`src/common/gq_regs.svh`:
```
`ifndef GQ_REGS_SVH
`define GQ_REGS_SVH
`define GQ_OFS_FSEL 8'h00
`define GQ_OFS_AMUX 8'h04
`define GQ_OFS_QSEL 8'h08
`define GQ_OFS_CTRL 8'h0C
`define GQ_OFS_DAT 8'h10
`define GQ_OFS_DIR 8'h14
`define GQ_OFS_AIO 8'h18
`define GQ_RST_FSEL 32'h0000_0000
`define GQ_RST_AMUX 32'hAAAA_AAAA
`define GQ_RST_QSEL 32'h0000_0000
`define GQ_RST_CTRL 32'h0000_0000
`define GQ_RESP_OK 2'h0
`define GQ_RESP_ERR 2'h2
`define GQ_AIO_DIR_LSB 16
`define GQ_AIO_A_BASE 2
`define GQ_AIO_B_BASE 10
`define GQ_AIO_STEP 2
`define GQ_PIN_I2C_DATA 0
`define GQ_PIN_I2C_CLK 1
`define GQ_PIN_CMP_MIX 2
`define GQ_PIN_PWM7A 8
`define GQ_PIN_PWM7B 9
`define GQ_PIN_CMP1 10
`define GQ_PIN_CMP2 11
`define GQ_WIN3_LEN 3
`define GQ_WIN6_LEN 6
`endif

```
`src/common/gq_pkg.sv`:
```
`default_nettype none
package gq_pkg;
    typedef enum logic [1:0] {q_sync, q_win3, q_win6, q_raw} gq_qmode_t;
    typedef enum logic [1:0] {fs_gpio, fs_alt1, fs_alt2, fs_alt3} gq_fsel_t;
endpackage
`default_nettype wire

```
`src/common/gq_qual_if.sv`:
```
`default_nettype none
interface gq_qual_if import gq_pkg::*; ();
    logic raw;
    gq_qmode_t mode;
    logic samp_en;
    logic level;
    modport ctl (output raw, output mode, output samp_en, input level);
    modport qual (input raw, input mode, input samp_en, output level);
endinterface
`default_nettype wire

```
`src/logic/gq_pin_mux.sv`:
```
// Notes on behaviour
// each port pin has two-bit function select; 00 is GPIO and reset value.
// analog field upper bit 0 offers digital line, else converter input only.
// analog field upper bit 1 routes purely analog; reset default.
// A-side fields 5-4, 9-8, 13-12 feed converter and comparator A inputs.
// B-side fields 21-20, 25-24, 29-28 feed converter and comparator B inputs.
// qualifier select 00, reset default, only synchronizes to system clock; here the level also waits for two successive synchronized samples to agree.
// qualifier selects 01 and 10 synchronize then filter over a sample window.
// sample interval set by period field, one per eight pins.
// window is three or six samples; output changes only when all agree.
// qualifier select 11 bypasses synchronization, passing raw pin level.
// unselected peripheral input holds a fixed inactive level.
// one peripheral input may come from several pins; routing resolves them.
// data register write sets output latch; read returns qualified pin level.
// select register writes take effect two clock cycles later.
// software never programs reserved select values; behaviour then undefined.
// select 01 uses three-sample window, 10 uses six-sample window.
// debug pins and top three fields offer no alternative; nonzero is reserved.
//
// Implementation choices: the AXI4-Lite interface to the registers and the address map.
`include "gq_regs.svh"
`default_nettype none
module gq_pin_mux import gq_pkg::*; #(
    parameter int NPIN = 13,
    parameter int NAIO = 6,
    parameter int NCONV = 16,
    parameter int PW = 8,
    parameter int GRP = 8,
    parameter logic [2:0] INACTIVE = 3'h3
) (
    input wire logic clk,
    input wire logic sys_rst,
    input wire logic [7:0] s_axi_awaddr,
    input wire logic s_axi_awvalid,
    output logic s_axi_awready,
    input wire logic [31:0] s_axi_wdata,
    input wire logic [3:0] s_axi_wstrb,
    input wire logic s_axi_wvalid,
    output logic s_axi_wready,
    output logic [1:0] s_axi_bresp,
    output logic s_axi_bvalid,
    input wire logic s_axi_bready,
    input wire logic [7:0] s_axi_araddr,
    input wire logic s_axi_arvalid,
    output logic s_axi_arready,
    output logic [31:0] s_axi_rdata,
    output logic [1:0] s_axi_rresp,
    output logic s_axi_rvalid,
    input wire logic s_axi_rready,
    input wire logic [NPIN-1:0] pin_in,
    output logic [NPIN-1:0] pin_out,
    output logic [NPIN-1:0] pin_oe,
    input wire logic [NAIO-1:0] aio_in,
    output logic [NAIO-1:0] aio_out,
    output logic [NAIO-1:0] aio_oe,
    output logic [NCONV-1:0] conv_route,
    output logic [2:0] comp_a_route,
    output logic [2:0] comp_b_route,
    input wire logic i2c_data_pull,
    input wire logic i2c_clk_pull,
    input wire logic pwm_sync_out,
    input wire logic soc_a_out,
    input wire logic soc_b_out,
    input wire logic [2:0] comp_out,
    input wire logic pwm7_a,
    input wire logic pwm7_b,
    input wire logic [2:0] porta_cand_vld,
    input wire logic [2:0] porta_cand_lvl,
    output logic i2c_data_in,
    output logic i2c_clk_in,
    output logic pwm_sync_in
);
    localparam int NGRP = (NPIN + GRP - 1) / GRP;
    localparam int NQ = NPIN + NAIO;

    typedef struct packed {
        logic aw_h;
        logic [7:0] aw_a;
        logic w_h;
        logic [31:0] w_d;
        logic [3:0] w_s;
        logic bv;
        logic [1:0] br;
        logic rv;
        logic [31:0] rd;
        logic [1:0] rr;
        logic [31:0] fsel;
        logic [31:0] amux;
        logic [2*NPIN-1:0] qsel;
        logic [NGRP*PW-1:0] ctrl;
        logic [NPIN-1:0] dat;
        logic [NPIN-1:0] dir;
        logic [NAIO-1:0] alat;
        logic [NAIO-1:0] adir;
        logic [31:0] fsel_d1;
        logic [31:0] fsel_e;
        logic [31:0] amux_d1;
        logic [31:0] amux_e;
        logic [2*NPIN-1:0] qsel_d1;
        logic [2*NPIN-1:0] qsel_e;
        logic [NGRP-1:0][PW-1:0] cnt;
        logic [NPIN-1:0] po;
        logic [NPIN-1:0] poe;
        logic [NAIO-1:0] ao;
        logic [NAIO-1:0] aoe;
        logic [2:0] pin;
    } gq_st_t;
    gq_st_t st_r, st_nxt;

    logic [NQ-1:0] qlvl;
    logic [NGRP-1:0] samp_en;
    logic [NAIO-1:0] aio_up;

    gq_qual_if qif [NQ] ();

    genvar k;
    generate
        for (k = 0; k < NQ; k++) begin : g_q
            if (k < NPIN) begin : g_pin
                assign qif[k].raw = pin_in[k];
                assign qif[k].mode = gq_qmode_t'(st_r.qsel_e[2*k +: 2]);
                assign qif[k].samp_en = samp_en[k / GRP];
            end else begin : g_aio
                assign qif[k].raw = aio_in[k-NPIN];
                assign qif[k].mode = q_sync;
                assign qif[k].samp_en = 1'b0;
            end
            assign qlvl[k] = qif[k].level;
            gq_qualifier u_q (
                .clk(clk),
                .sys_rst(sys_rst),
                .q(qif[k])
            );
        end
    endgenerate

    function automatic logic [31:0] strb_merge(input logic [31:0] o, input logic [31:0] d, input logic [3:0] s);
        logic [31:0] r;
        r = o;
        for (int b = 0; b < 4; b++) begin
            if (s[b]) r[8*b +: 8] = d[8*b +: 8];
        end
        return r;
    endfunction

    function automatic int aio_fld(input int i);
        int f;
        f = (i < 3) ? (`GQ_AIO_A_BASE + `GQ_AIO_STEP * i) : (`GQ_AIO_B_BASE + `GQ_AIO_STEP * (i - 3));
        return f;
    endfunction

    always_comb begin
        for (int g = 0; g < NGRP; g++) begin
            samp_en[g] = (st_r.cnt[g] == '0);
        end
        for (int i = 0; i < NAIO; i++) begin
            aio_up[i] = st_r.amux_e[2*aio_fld(i)+1];
        end
    end

    assign s_axi_awready = !st_r.aw_h && !st_r.bv;
    assign s_axi_wready = !st_r.w_h && !st_r.bv;
    assign s_axi_arready = !st_r.rv;
    assign s_axi_bvalid = st_r.bv;
    assign s_axi_bresp = st_r.br;
    assign s_axi_rvalid = st_r.rv;
    assign s_axi_rdata = st_r.rd;
    assign s_axi_rresp = st_r.rr;
    assign pin_out = st_r.po;
    assign pin_oe = st_r.poe;
    assign aio_out = st_r.ao;
    assign aio_oe = st_r.aoe;
    assign i2c_data_in = st_r.pin[0];
    assign i2c_clk_in = st_r.pin[1];
    assign pwm_sync_in = st_r.pin[2];

    always_comb begin
        conv_route = '1;
        for (int i = 0; i < NAIO; i++) begin
            conv_route[aio_fld(i)] = aio_up[i];
        end
        comp_a_route = aio_up[2:0];
        comp_b_route = aio_up[5:3];
    end

    always_comb begin
        logic have_a;
        logic have_d;
        logic [7:0] wa;
        logic [31:0] m;
        logic [31:0] wd;
        logic [3:0] ws;
        gq_fsel_t sel;
        st_nxt = st_r;
        m = '0;
        sel = fs_gpio;
        // write channel
        have_a = st_r.aw_h || (s_axi_awvalid && s_axi_awready);
        have_d = st_r.w_h || (s_axi_wvalid && s_axi_wready);
        wa = st_r.aw_h ? st_r.aw_a : s_axi_awaddr;
        wd = st_r.w_h ? st_r.w_d : s_axi_wdata;
        ws = st_r.w_h ? st_r.w_s : s_axi_wstrb;
        if (st_r.bv && s_axi_bready) begin
            st_nxt.bv = 1'b0;
        end
        if (have_a && have_d) begin
            st_nxt.aw_h = 1'b0;
            st_nxt.w_h = 1'b0;
            st_nxt.bv = 1'b1;
            st_nxt.br = `GQ_RESP_OK;
            unique case (wa)
                `GQ_OFS_FSEL: st_nxt.fsel = strb_merge(st_r.fsel, wd, ws);
                `GQ_OFS_AMUX: st_nxt.amux = strb_merge(st_r.amux, wd, ws);
                `GQ_OFS_QSEL: begin
                    m = strb_merge(32'(st_r.qsel), wd, ws);
                    st_nxt.qsel = m[2*NPIN-1:0];
                end
                `GQ_OFS_CTRL: begin
                    m = strb_merge(32'(st_r.ctrl), wd, ws);
                    st_nxt.ctrl = m[NGRP*PW-1:0];
                end
                `GQ_OFS_DAT: begin
                    m = strb_merge(32'(st_r.dat), wd, ws);
                    st_nxt.dat = m[NPIN-1:0];
                end
                `GQ_OFS_DIR: begin
                    m = strb_merge(32'(st_r.dir), wd, ws);
                    st_nxt.dir = m[NPIN-1:0];
                end
                `GQ_OFS_AIO: begin
                    m = strb_merge((32'(st_r.adir) << `GQ_AIO_DIR_LSB) | 32'(st_r.alat), wd, ws);
                    st_nxt.alat = m[NAIO-1:0];
                    st_nxt.adir = m[`GQ_AIO_DIR_LSB +: NAIO];
                end
                default: st_nxt.br = `GQ_RESP_ERR;
            endcase
        end else begin
            if (s_axi_awvalid && s_axi_awready) begin
                st_nxt.aw_h = 1'b1;
                st_nxt.aw_a = s_axi_awaddr;
            end
            if (s_axi_wvalid && s_axi_wready) begin
                st_nxt.w_h = 1'b1;
                st_nxt.w_d = s_axi_wdata;
                st_nxt.w_s = s_axi_wstrb;
            end
        end
        // read channel
        if (st_r.rv && s_axi_rready) begin
            st_nxt.rv = 1'b0;
        end
        if (s_axi_arvalid && s_axi_arready) begin
            st_nxt.rv = 1'b1;
            st_nxt.rr = `GQ_RESP_OK;
            st_nxt.rd = '0;
            unique case (s_axi_araddr)
                `GQ_OFS_FSEL: st_nxt.rd = st_r.fsel;
                `GQ_OFS_AMUX: st_nxt.rd = st_r.amux;
                `GQ_OFS_QSEL: st_nxt.rd = 32'(st_r.qsel);
                `GQ_OFS_CTRL: st_nxt.rd = 32'(st_r.ctrl);
                `GQ_OFS_DAT: st_nxt.rd = 32'(qlvl[NPIN-1:0]);
                `GQ_OFS_DIR: st_nxt.rd = 32'(st_r.dir);
                `GQ_OFS_AIO: st_nxt.rd = (32'(st_r.adir) << `GQ_AIO_DIR_LSB) | 32'(qlvl[NQ-1:NPIN]);
                default: st_nxt.rr = `GQ_RESP_ERR;
            endcase
        end
        // delayed select copies
        st_nxt.fsel_d1 = st_r.fsel;
        st_nxt.fsel_e = st_r.fsel_d1;
        st_nxt.amux_d1 = st_r.amux;
        st_nxt.amux_e = st_r.amux_d1;
        st_nxt.qsel_d1 = st_r.qsel;
        st_nxt.qsel_e = st_r.qsel_d1;
        // sample period dividers
        for (int g = 0; g < NGRP; g++) begin
            st_nxt.cnt[g] = samp_en[g] ? st_r.ctrl[g*PW +: PW] : st_r.cnt[g] - 1'b1;
        end
        // pin output routing
        for (int i = 0; i < NPIN; i++) begin
            sel = gq_fsel_t'(st_r.fsel_e[2*i +: 2]);
            st_nxt.po[i] = 1'b0;
            st_nxt.poe[i] = 1'b0;
            unique case (sel)
                fs_gpio: begin
                    st_nxt.po[i] = st_r.dat[i];
                    st_nxt.poe[i] = st_r.dir[i];
                end
                fs_alt1: begin
                    if (i == `GQ_PIN_I2C_DATA) st_nxt.poe[i] = i2c_data_pull;
                    if (i == `GQ_PIN_I2C_CLK) st_nxt.poe[i] = i2c_clk_pull;
                    if (i == `GQ_PIN_CMP_MIX) {st_nxt.po[i], st_nxt.poe[i]} = {comp_out[1], 1'b1};
                    if (i == `GQ_PIN_PWM7A) {st_nxt.po[i], st_nxt.poe[i]} = {pwm7_a, 1'b1};
                    if (i == `GQ_PIN_PWM7B) {st_nxt.po[i], st_nxt.poe[i]} = {pwm7_b, 1'b1};
                end
                fs_alt2: begin
                    if (i == `GQ_PIN_I2C_CLK) {st_nxt.po[i], st_nxt.poe[i]} = {pwm_sync_out, 1'b1};
                end
                fs_alt3: begin
                    if (i == `GQ_PIN_I2C_DATA) {st_nxt.po[i], st_nxt.poe[i]} = {soc_a_out, 1'b1};
                    if (i == `GQ_PIN_I2C_CLK) {st_nxt.po[i], st_nxt.poe[i]} = {soc_b_out, 1'b1};
                    if (i == `GQ_PIN_CMP_MIX) {st_nxt.po[i], st_nxt.poe[i]} = {comp_out[2], 1'b1};
                    if (i == `GQ_PIN_CMP1) {st_nxt.po[i], st_nxt.poe[i]} = {comp_out[0], 1'b1};
                    if (i == `GQ_PIN_CMP2) {st_nxt.po[i], st_nxt.poe[i]} = {comp_out[1], 1'b1};
                end
            endcase
            // other combinations stay undriven
        end
        // analog-digital lines
        for (int i = 0; i < NAIO; i++) begin
            st_nxt.ao[i] = st_r.alat[i];
            st_nxt.aoe[i] = st_r.adir[i] && !aio_up[i];
        end
        // peripheral input resolution, port A candidates first, port B pin last so it wins
        st_nxt.pin = INACTIVE;
        for (int j = 0; j < 3; j++) begin
            if (porta_cand_vld[j]) st_nxt.pin[j] = porta_cand_lvl[j];
        end
        if (gq_fsel_t'(st_r.fsel_e[2*`GQ_PIN_I2C_DATA +: 2]) == fs_alt1) begin
            st_nxt.pin[0] = qlvl[`GQ_PIN_I2C_DATA];
        end
        if (gq_fsel_t'(st_r.fsel_e[2*`GQ_PIN_I2C_CLK +: 2]) == fs_alt1) begin
            st_nxt.pin[1] = qlvl[`GQ_PIN_I2C_CLK];
        end
        if (gq_fsel_t'(st_r.fsel_e[2*`GQ_PIN_I2C_DATA +: 2]) == fs_alt2) begin
            st_nxt.pin[2] = qlvl[`GQ_PIN_I2C_DATA];
        end
        if (sys_rst) begin
            st_nxt = '0;
            st_nxt.fsel = `GQ_RST_FSEL;
            st_nxt.fsel_d1 = `GQ_RST_FSEL;
            st_nxt.fsel_e = `GQ_RST_FSEL;
            st_nxt.amux = `GQ_RST_AMUX;
            st_nxt.amux_d1 = `GQ_RST_AMUX;
            st_nxt.amux_e = `GQ_RST_AMUX;
            st_nxt.qsel = (2*NPIN)'(`GQ_RST_QSEL);
            st_nxt.qsel_d1 = (2*NPIN)'(`GQ_RST_QSEL);
            st_nxt.qsel_e = (2*NPIN)'(`GQ_RST_QSEL);
            st_nxt.ctrl = (NGRP*PW)'(`GQ_RST_CTRL);
            st_nxt.pin = INACTIVE;
        end
    end

    always_ff @(posedge clk) begin
        st_r <= st_nxt;
    end
endmodule
`default_nettype wire

```
`src/logic/gq_qualifier.sv`:
```
`include "gq_regs.svh"
`default_nettype none
module gq_qualifier import gq_pkg::*; (
    input wire logic clk,
    input wire logic sys_rst,
    gq_qual_if.qual q
);
    typedef struct packed {
        logic s1;
        logic s2;
        logic s3;
        logic [`GQ_WIN6_LEN-1:0] win;
        logic lvl;
    } gq_qst_t;
    gq_qst_t st_r, st_nxt;

    always_comb begin
        st_nxt = st_r;
        st_nxt.s1 = q.raw;
        st_nxt.s2 = st_r.s1;
        st_nxt.s3 = st_r.s2;
        if (q.samp_en) begin
            st_nxt.win = {st_r.win[`GQ_WIN6_LEN-2:0], st_r.s3};
        end
        unique case (q.mode)
            q_sync: if (st_r.s2 == st_r.s3) st_nxt.lvl = st_r.s3;
            q_win3: begin
                if (st_nxt.win[`GQ_WIN3_LEN-1:0] == '0) st_nxt.lvl = 1'b0;
                if (st_nxt.win[`GQ_WIN3_LEN-1:0] == '1) st_nxt.lvl = 1'b1;
            end
            q_win6: begin
                if (st_nxt.win == '0) st_nxt.lvl = 1'b0;
                if (st_nxt.win == '1) st_nxt.lvl = 1'b1;
            end
            q_raw: st_nxt.lvl = st_r.lvl;
        endcase
        if (sys_rst) begin
            st_nxt = '0;
        end
    end

    always_ff @(posedge clk) begin
        st_r <= st_nxt;
    end

    assign q.level = (q.mode == q_raw) ? q.raw : st_r.lvl;
endmodule
`default_nettype wire

```
`config.mk`:
```
export PLATFORM = sky130hd
export DESIGN_NAME = gq_pin_mux
export DESIGN_NICKNAME = d
export VERILOG_FILES = /design/src/common/gq_pkg.sv /design/src/common/gq_qual_if.sv /design/src/logic/gq_pin_mux.sv /design/src/logic/gq_qualifier.sv
export VERILOG_INCLUDE_DIRS = /design/src /design/src/common
export SDC_FILE = /design/constraint.sdc
export NUM_CORES = 1
export LEC_CHECK = 0
export BUFFER_PORTS_ARGS = -buffer_cell sky130_fd_sc_hd__buf_2
export CAP_MARGIN = 20
export CORE_MARGIN = 1
export CORE_UTILIZATION = 45
export DETAILED_ROUTE_END_ITERATION = 6
export PLACE_DENSITY = 0.6
export SETUP_SLACK_MARGIN = 0.05
export SYNTH_ARGS = -nofsm -noshare
export SYNTH_HDL_FRONTEND = slang
export SYNTH_HIERARCHICAL = 1
export SYNTH_SLANG_ARGS = --single-unit
```
`constraint.sdc`:
```
create_clock -name clk -period 7.52 [get_ports clk]
set_input_delay 1.88 -clock clk [delete_from_list [all_inputs] [get_ports clk]]
set_output_delay 1.88 -clock clk [all_outputs]
set_load 0.01 [all_outputs]
```
==> results_dict.tcl <==
set metrics [dict create \
    final_cell_mix "dfxtp_1 (588), nor2_1 (235), nor2b_1 (206)" \
    synth_cells 2583 \
    outcome "finished, final reports clean" \
    final_common_cell "dfxtp_1" \
    vias 18000 \
    cp.required_ps 5640 \
    dieArea_um2 58200 \
    cp.arrival_ps 1790 \
    cts_resized 0 \
    avgSynthCellArea_um2 9.97 \
    yosys.area_share.simple 0.176 \
    path_clk_slew_ps 70 \
    maxCapViolCount 0 \
    yosys.area.top_type "dfxtp_1" \
    dp_cells 3371 \
    cts-root-buf "clkbuf_16" \
    rsz0062_at_grt "no" \
    core_um2 56500 \
    cts.path.max_buffers 3 \
    finalMaxSlewViolations 0 \
    syn_to_final_growth_pct 11.8 \
    finalSetupTns_ps 0 \
    r2r_slack_ps 4130 \
    grtUsageTotal 0.209 \
    synth_area_leaders "dfxtp_1 (46%), mux2i_1 (7.4%), nor2b_1 (5.0%), mux2_2 (4.9%), ha_1 (4.3%)" \
    routed_via_density 5.17 \
    grt_pass1_vias 17300 \
    max_freq_mhz 273 \
    reg2reg_depth 8 \
    critPathCapture "s_axi_wready" \
    start_util 0.456 \
    skew_ps 36.8 \
    async_flop_share 0 \
    cts_tree "yes" \
    r2r_end "g_q[6].u_q/st_r[0]$_SDFFE_PP0P_" \
    p_leak_nw 11.8 \
    drive_above_1_share 0.192 \
    r2r_start "st_r[44]$_SDFF_PP0_" \
    wirelength_um 60700 \
    ys_types 64 \
    min_path_type "reg2reg" \
    post_cts_buffers 0 \
    n_antenna_cell 0 \
    route.detailed.drc 0 \
    final-hold-violation-count 0 \
    hold_ws_ps 408 \
    yosys_warnings 6 \
    tightest_slew_ps 1110 \
    crit_type "reg2out" \
    synth_edf_count 0 \
    numCtsBuffers 59 \
    place_ws_ps 3380 \
    synthMuxAreaShare 0.149 \
    wl_per_cell_um 17.5 \
    endpoint_kind "output port" \
    fin_cells 3481 \
    ys_seq_area_frac 0.458 \
    antenna_found_initial 3 \
    drt_iter0_drc 1064 \
    ys.flop_type "dfxtp_1" \
    peakVddDrop_mv 0.206 \
    drtAntennaViolNets 0 \
    numPortBuffers 185 \
    synth_xor_area_frac 0.00986 \
    cts_hold_buf 0 \
    die_x_um 241 \
    row_count 87 \
    clkLatencyLatePin_ps 640 \
    gp_congestion 0.836 \
    synth_area_um2 25700 \
    first_pass_iters 5 \
    yosys.area_share.adder 0.0428 \
    grt_pass1_wl_um 95300 \
    h-tree-depth 2 \
    cts_num_sinks 589 \
    ys_ff_latch 589 \
    worst_slack_ps 3850 \
    period_needed_ps 3670 \
    nets 2858 \
    grt_overflow_total 0 \
    power_density_nw_per_um2 253 \
    chipHeight_um 241 \
    critPathMaxFanout 40 \
    fin_crit_sh 0.488 \
    startpoint "st_r[455]$_SDFFE_PP0P_" \
    yosys.area.top_type_share 0.458 \
    place_hpwl_um 42800 \
    startpoint_type "flop" \
    grt_max_degree 160 \
    synth_top_family_by_area "simple AND/OR/NAND/NOR gates" \
    synth_compound_area_frac 0.101 \
    slew_headroom 0.262 \
    finalSetupViolations 0 \
    design.portCount 198 \
]
through the flow:
step	util	total power, mW	instance area [um^2]
6_report	0.509	7.27	28800
5_1_grt	0.509	7.57	28800
3_5_place_dp	0.471	4.08	26600
4_1_cts	0.509	7.33	28800
3_3_place_gp	0.471	4.07	26600
2_1_floorplan	-	3.96	25900
state kept, by name, indices dropped and copies added (netlist names):
register,count
qif.mode,26
i2c_data_in,1
pin_out,13
s_axi_bresp,1
g_q.u_q/st_r,190
pwm_sync_in,1
comp_a_route,3
i2c_clk_in,1
s_axi_rdata,32
s_axi_rvalid,1
s_axi_bvalid,1
st_r,290
aio_out,6
aio_oe,6
comp_b_route,3
pin_oe,13
s_axi_rresp,1
cell type report:
type	count	area, um^2
fill	5094	27700
multi-input combinational	1757	12500
sequential	589	11800
clock buffer	79	1710
timing repair buffer	202	1090
tap	756	946
clock inverter	31	459
inverter	67	251
power by group:
group	internal (mW)	total [mW]	leakage, nW	switching (mW)
Clock	1.97	3.24	1.07	1.27
Sequential	3.19	3.24	4.76	0.0505
Combinational	0.308	0.783	6.00	0.474
Total	5.47	7.27	11.8	1.80
kinds of logic after synthesis:
family          after synthesis
mux                         347
other cells                   2
fa+ha+maj                    88
buf+inv                     289
flops                       589
xor+xnor                     29
compound gates              352
simple gates                887
worst max-delay path: stages, from the launching register on:
cell and delay, ps:
dfxtp_2 320, buf_4 560, nor2_1 90, buf_2 170
per-layer routing:
| metal | vias up | track usage | share of wire |
|---|---|---|---|
| li1 | 8964 | - | - |
| met1 | 8546 | 0.289 | 0.48 |
| met2 | 377 | 0.325 | 0.44 |
| met3 | 106 | 0.0413 | 0.054 |
| met4 | 4 | 0.0666 | 0.028 |
| met5 | - | 0 | 0.00038 |
worst min-delay path by stage:
stage                              start                          to  slack, ps  cells after the start
finish              st_r[170]$_SDFF_PP1_  comp_b_route[2]$_SDFF_PP1_        410                      1
global route        st_r[166]$_SDFF_PP1_  comp_b_route[1]$_SDFF_PP1_        420                      1
CTS                 st_r[170]$_SDFF_PP1_  comp_b_route[2]$_SDFF_PP1_        410                      1
detailed placement  st_r[170]$_SDFF_PP1_  comp_b_route[2]$_SDFF_PP1_        390                      1
global placement    st_r[154]$_SDFF_PP1_  comp_a_route[2]$_SDFF_PP1_        400                      1
floorplan           st_r[146]$_SDFF_PP1_  comp_a_route[0]$_SDFF_PP1_        390                      1
cell usage after synthesis, types with 6 or more instances:
cell,number
a2111oi_0,19
a211oi_1,15
a21o_1,19
a21oi_1,108
a22o_1,14
a22oi_1,36
a311oi_1,13
a31oi_1,23
a41oi_1,19
and2_1,6
and3_1,8
buf_1,10
buf_2,10
buf_4,103
buf_6,20
clkbuf_1,79
dfxtp_1,589
ha_1,88
inv_1,67
mux2_1,19
mux2_2,111
mux2_4,19
mux2i_1,190
mux4_2,8
nand2_1,194
nand2b_1,64
nand3_1,73
nand3_4,10
nor2_1,235
nor2b_1,207
nor3_1,26
nor4_1,7
o211ai_1,21
o21ai_0,12
o22ai_1,6
o41ai_2,19
or2_2,29
xnor2_1,6
xor2_1,23
Note: power is estimated with default switching activity, not from simulation.
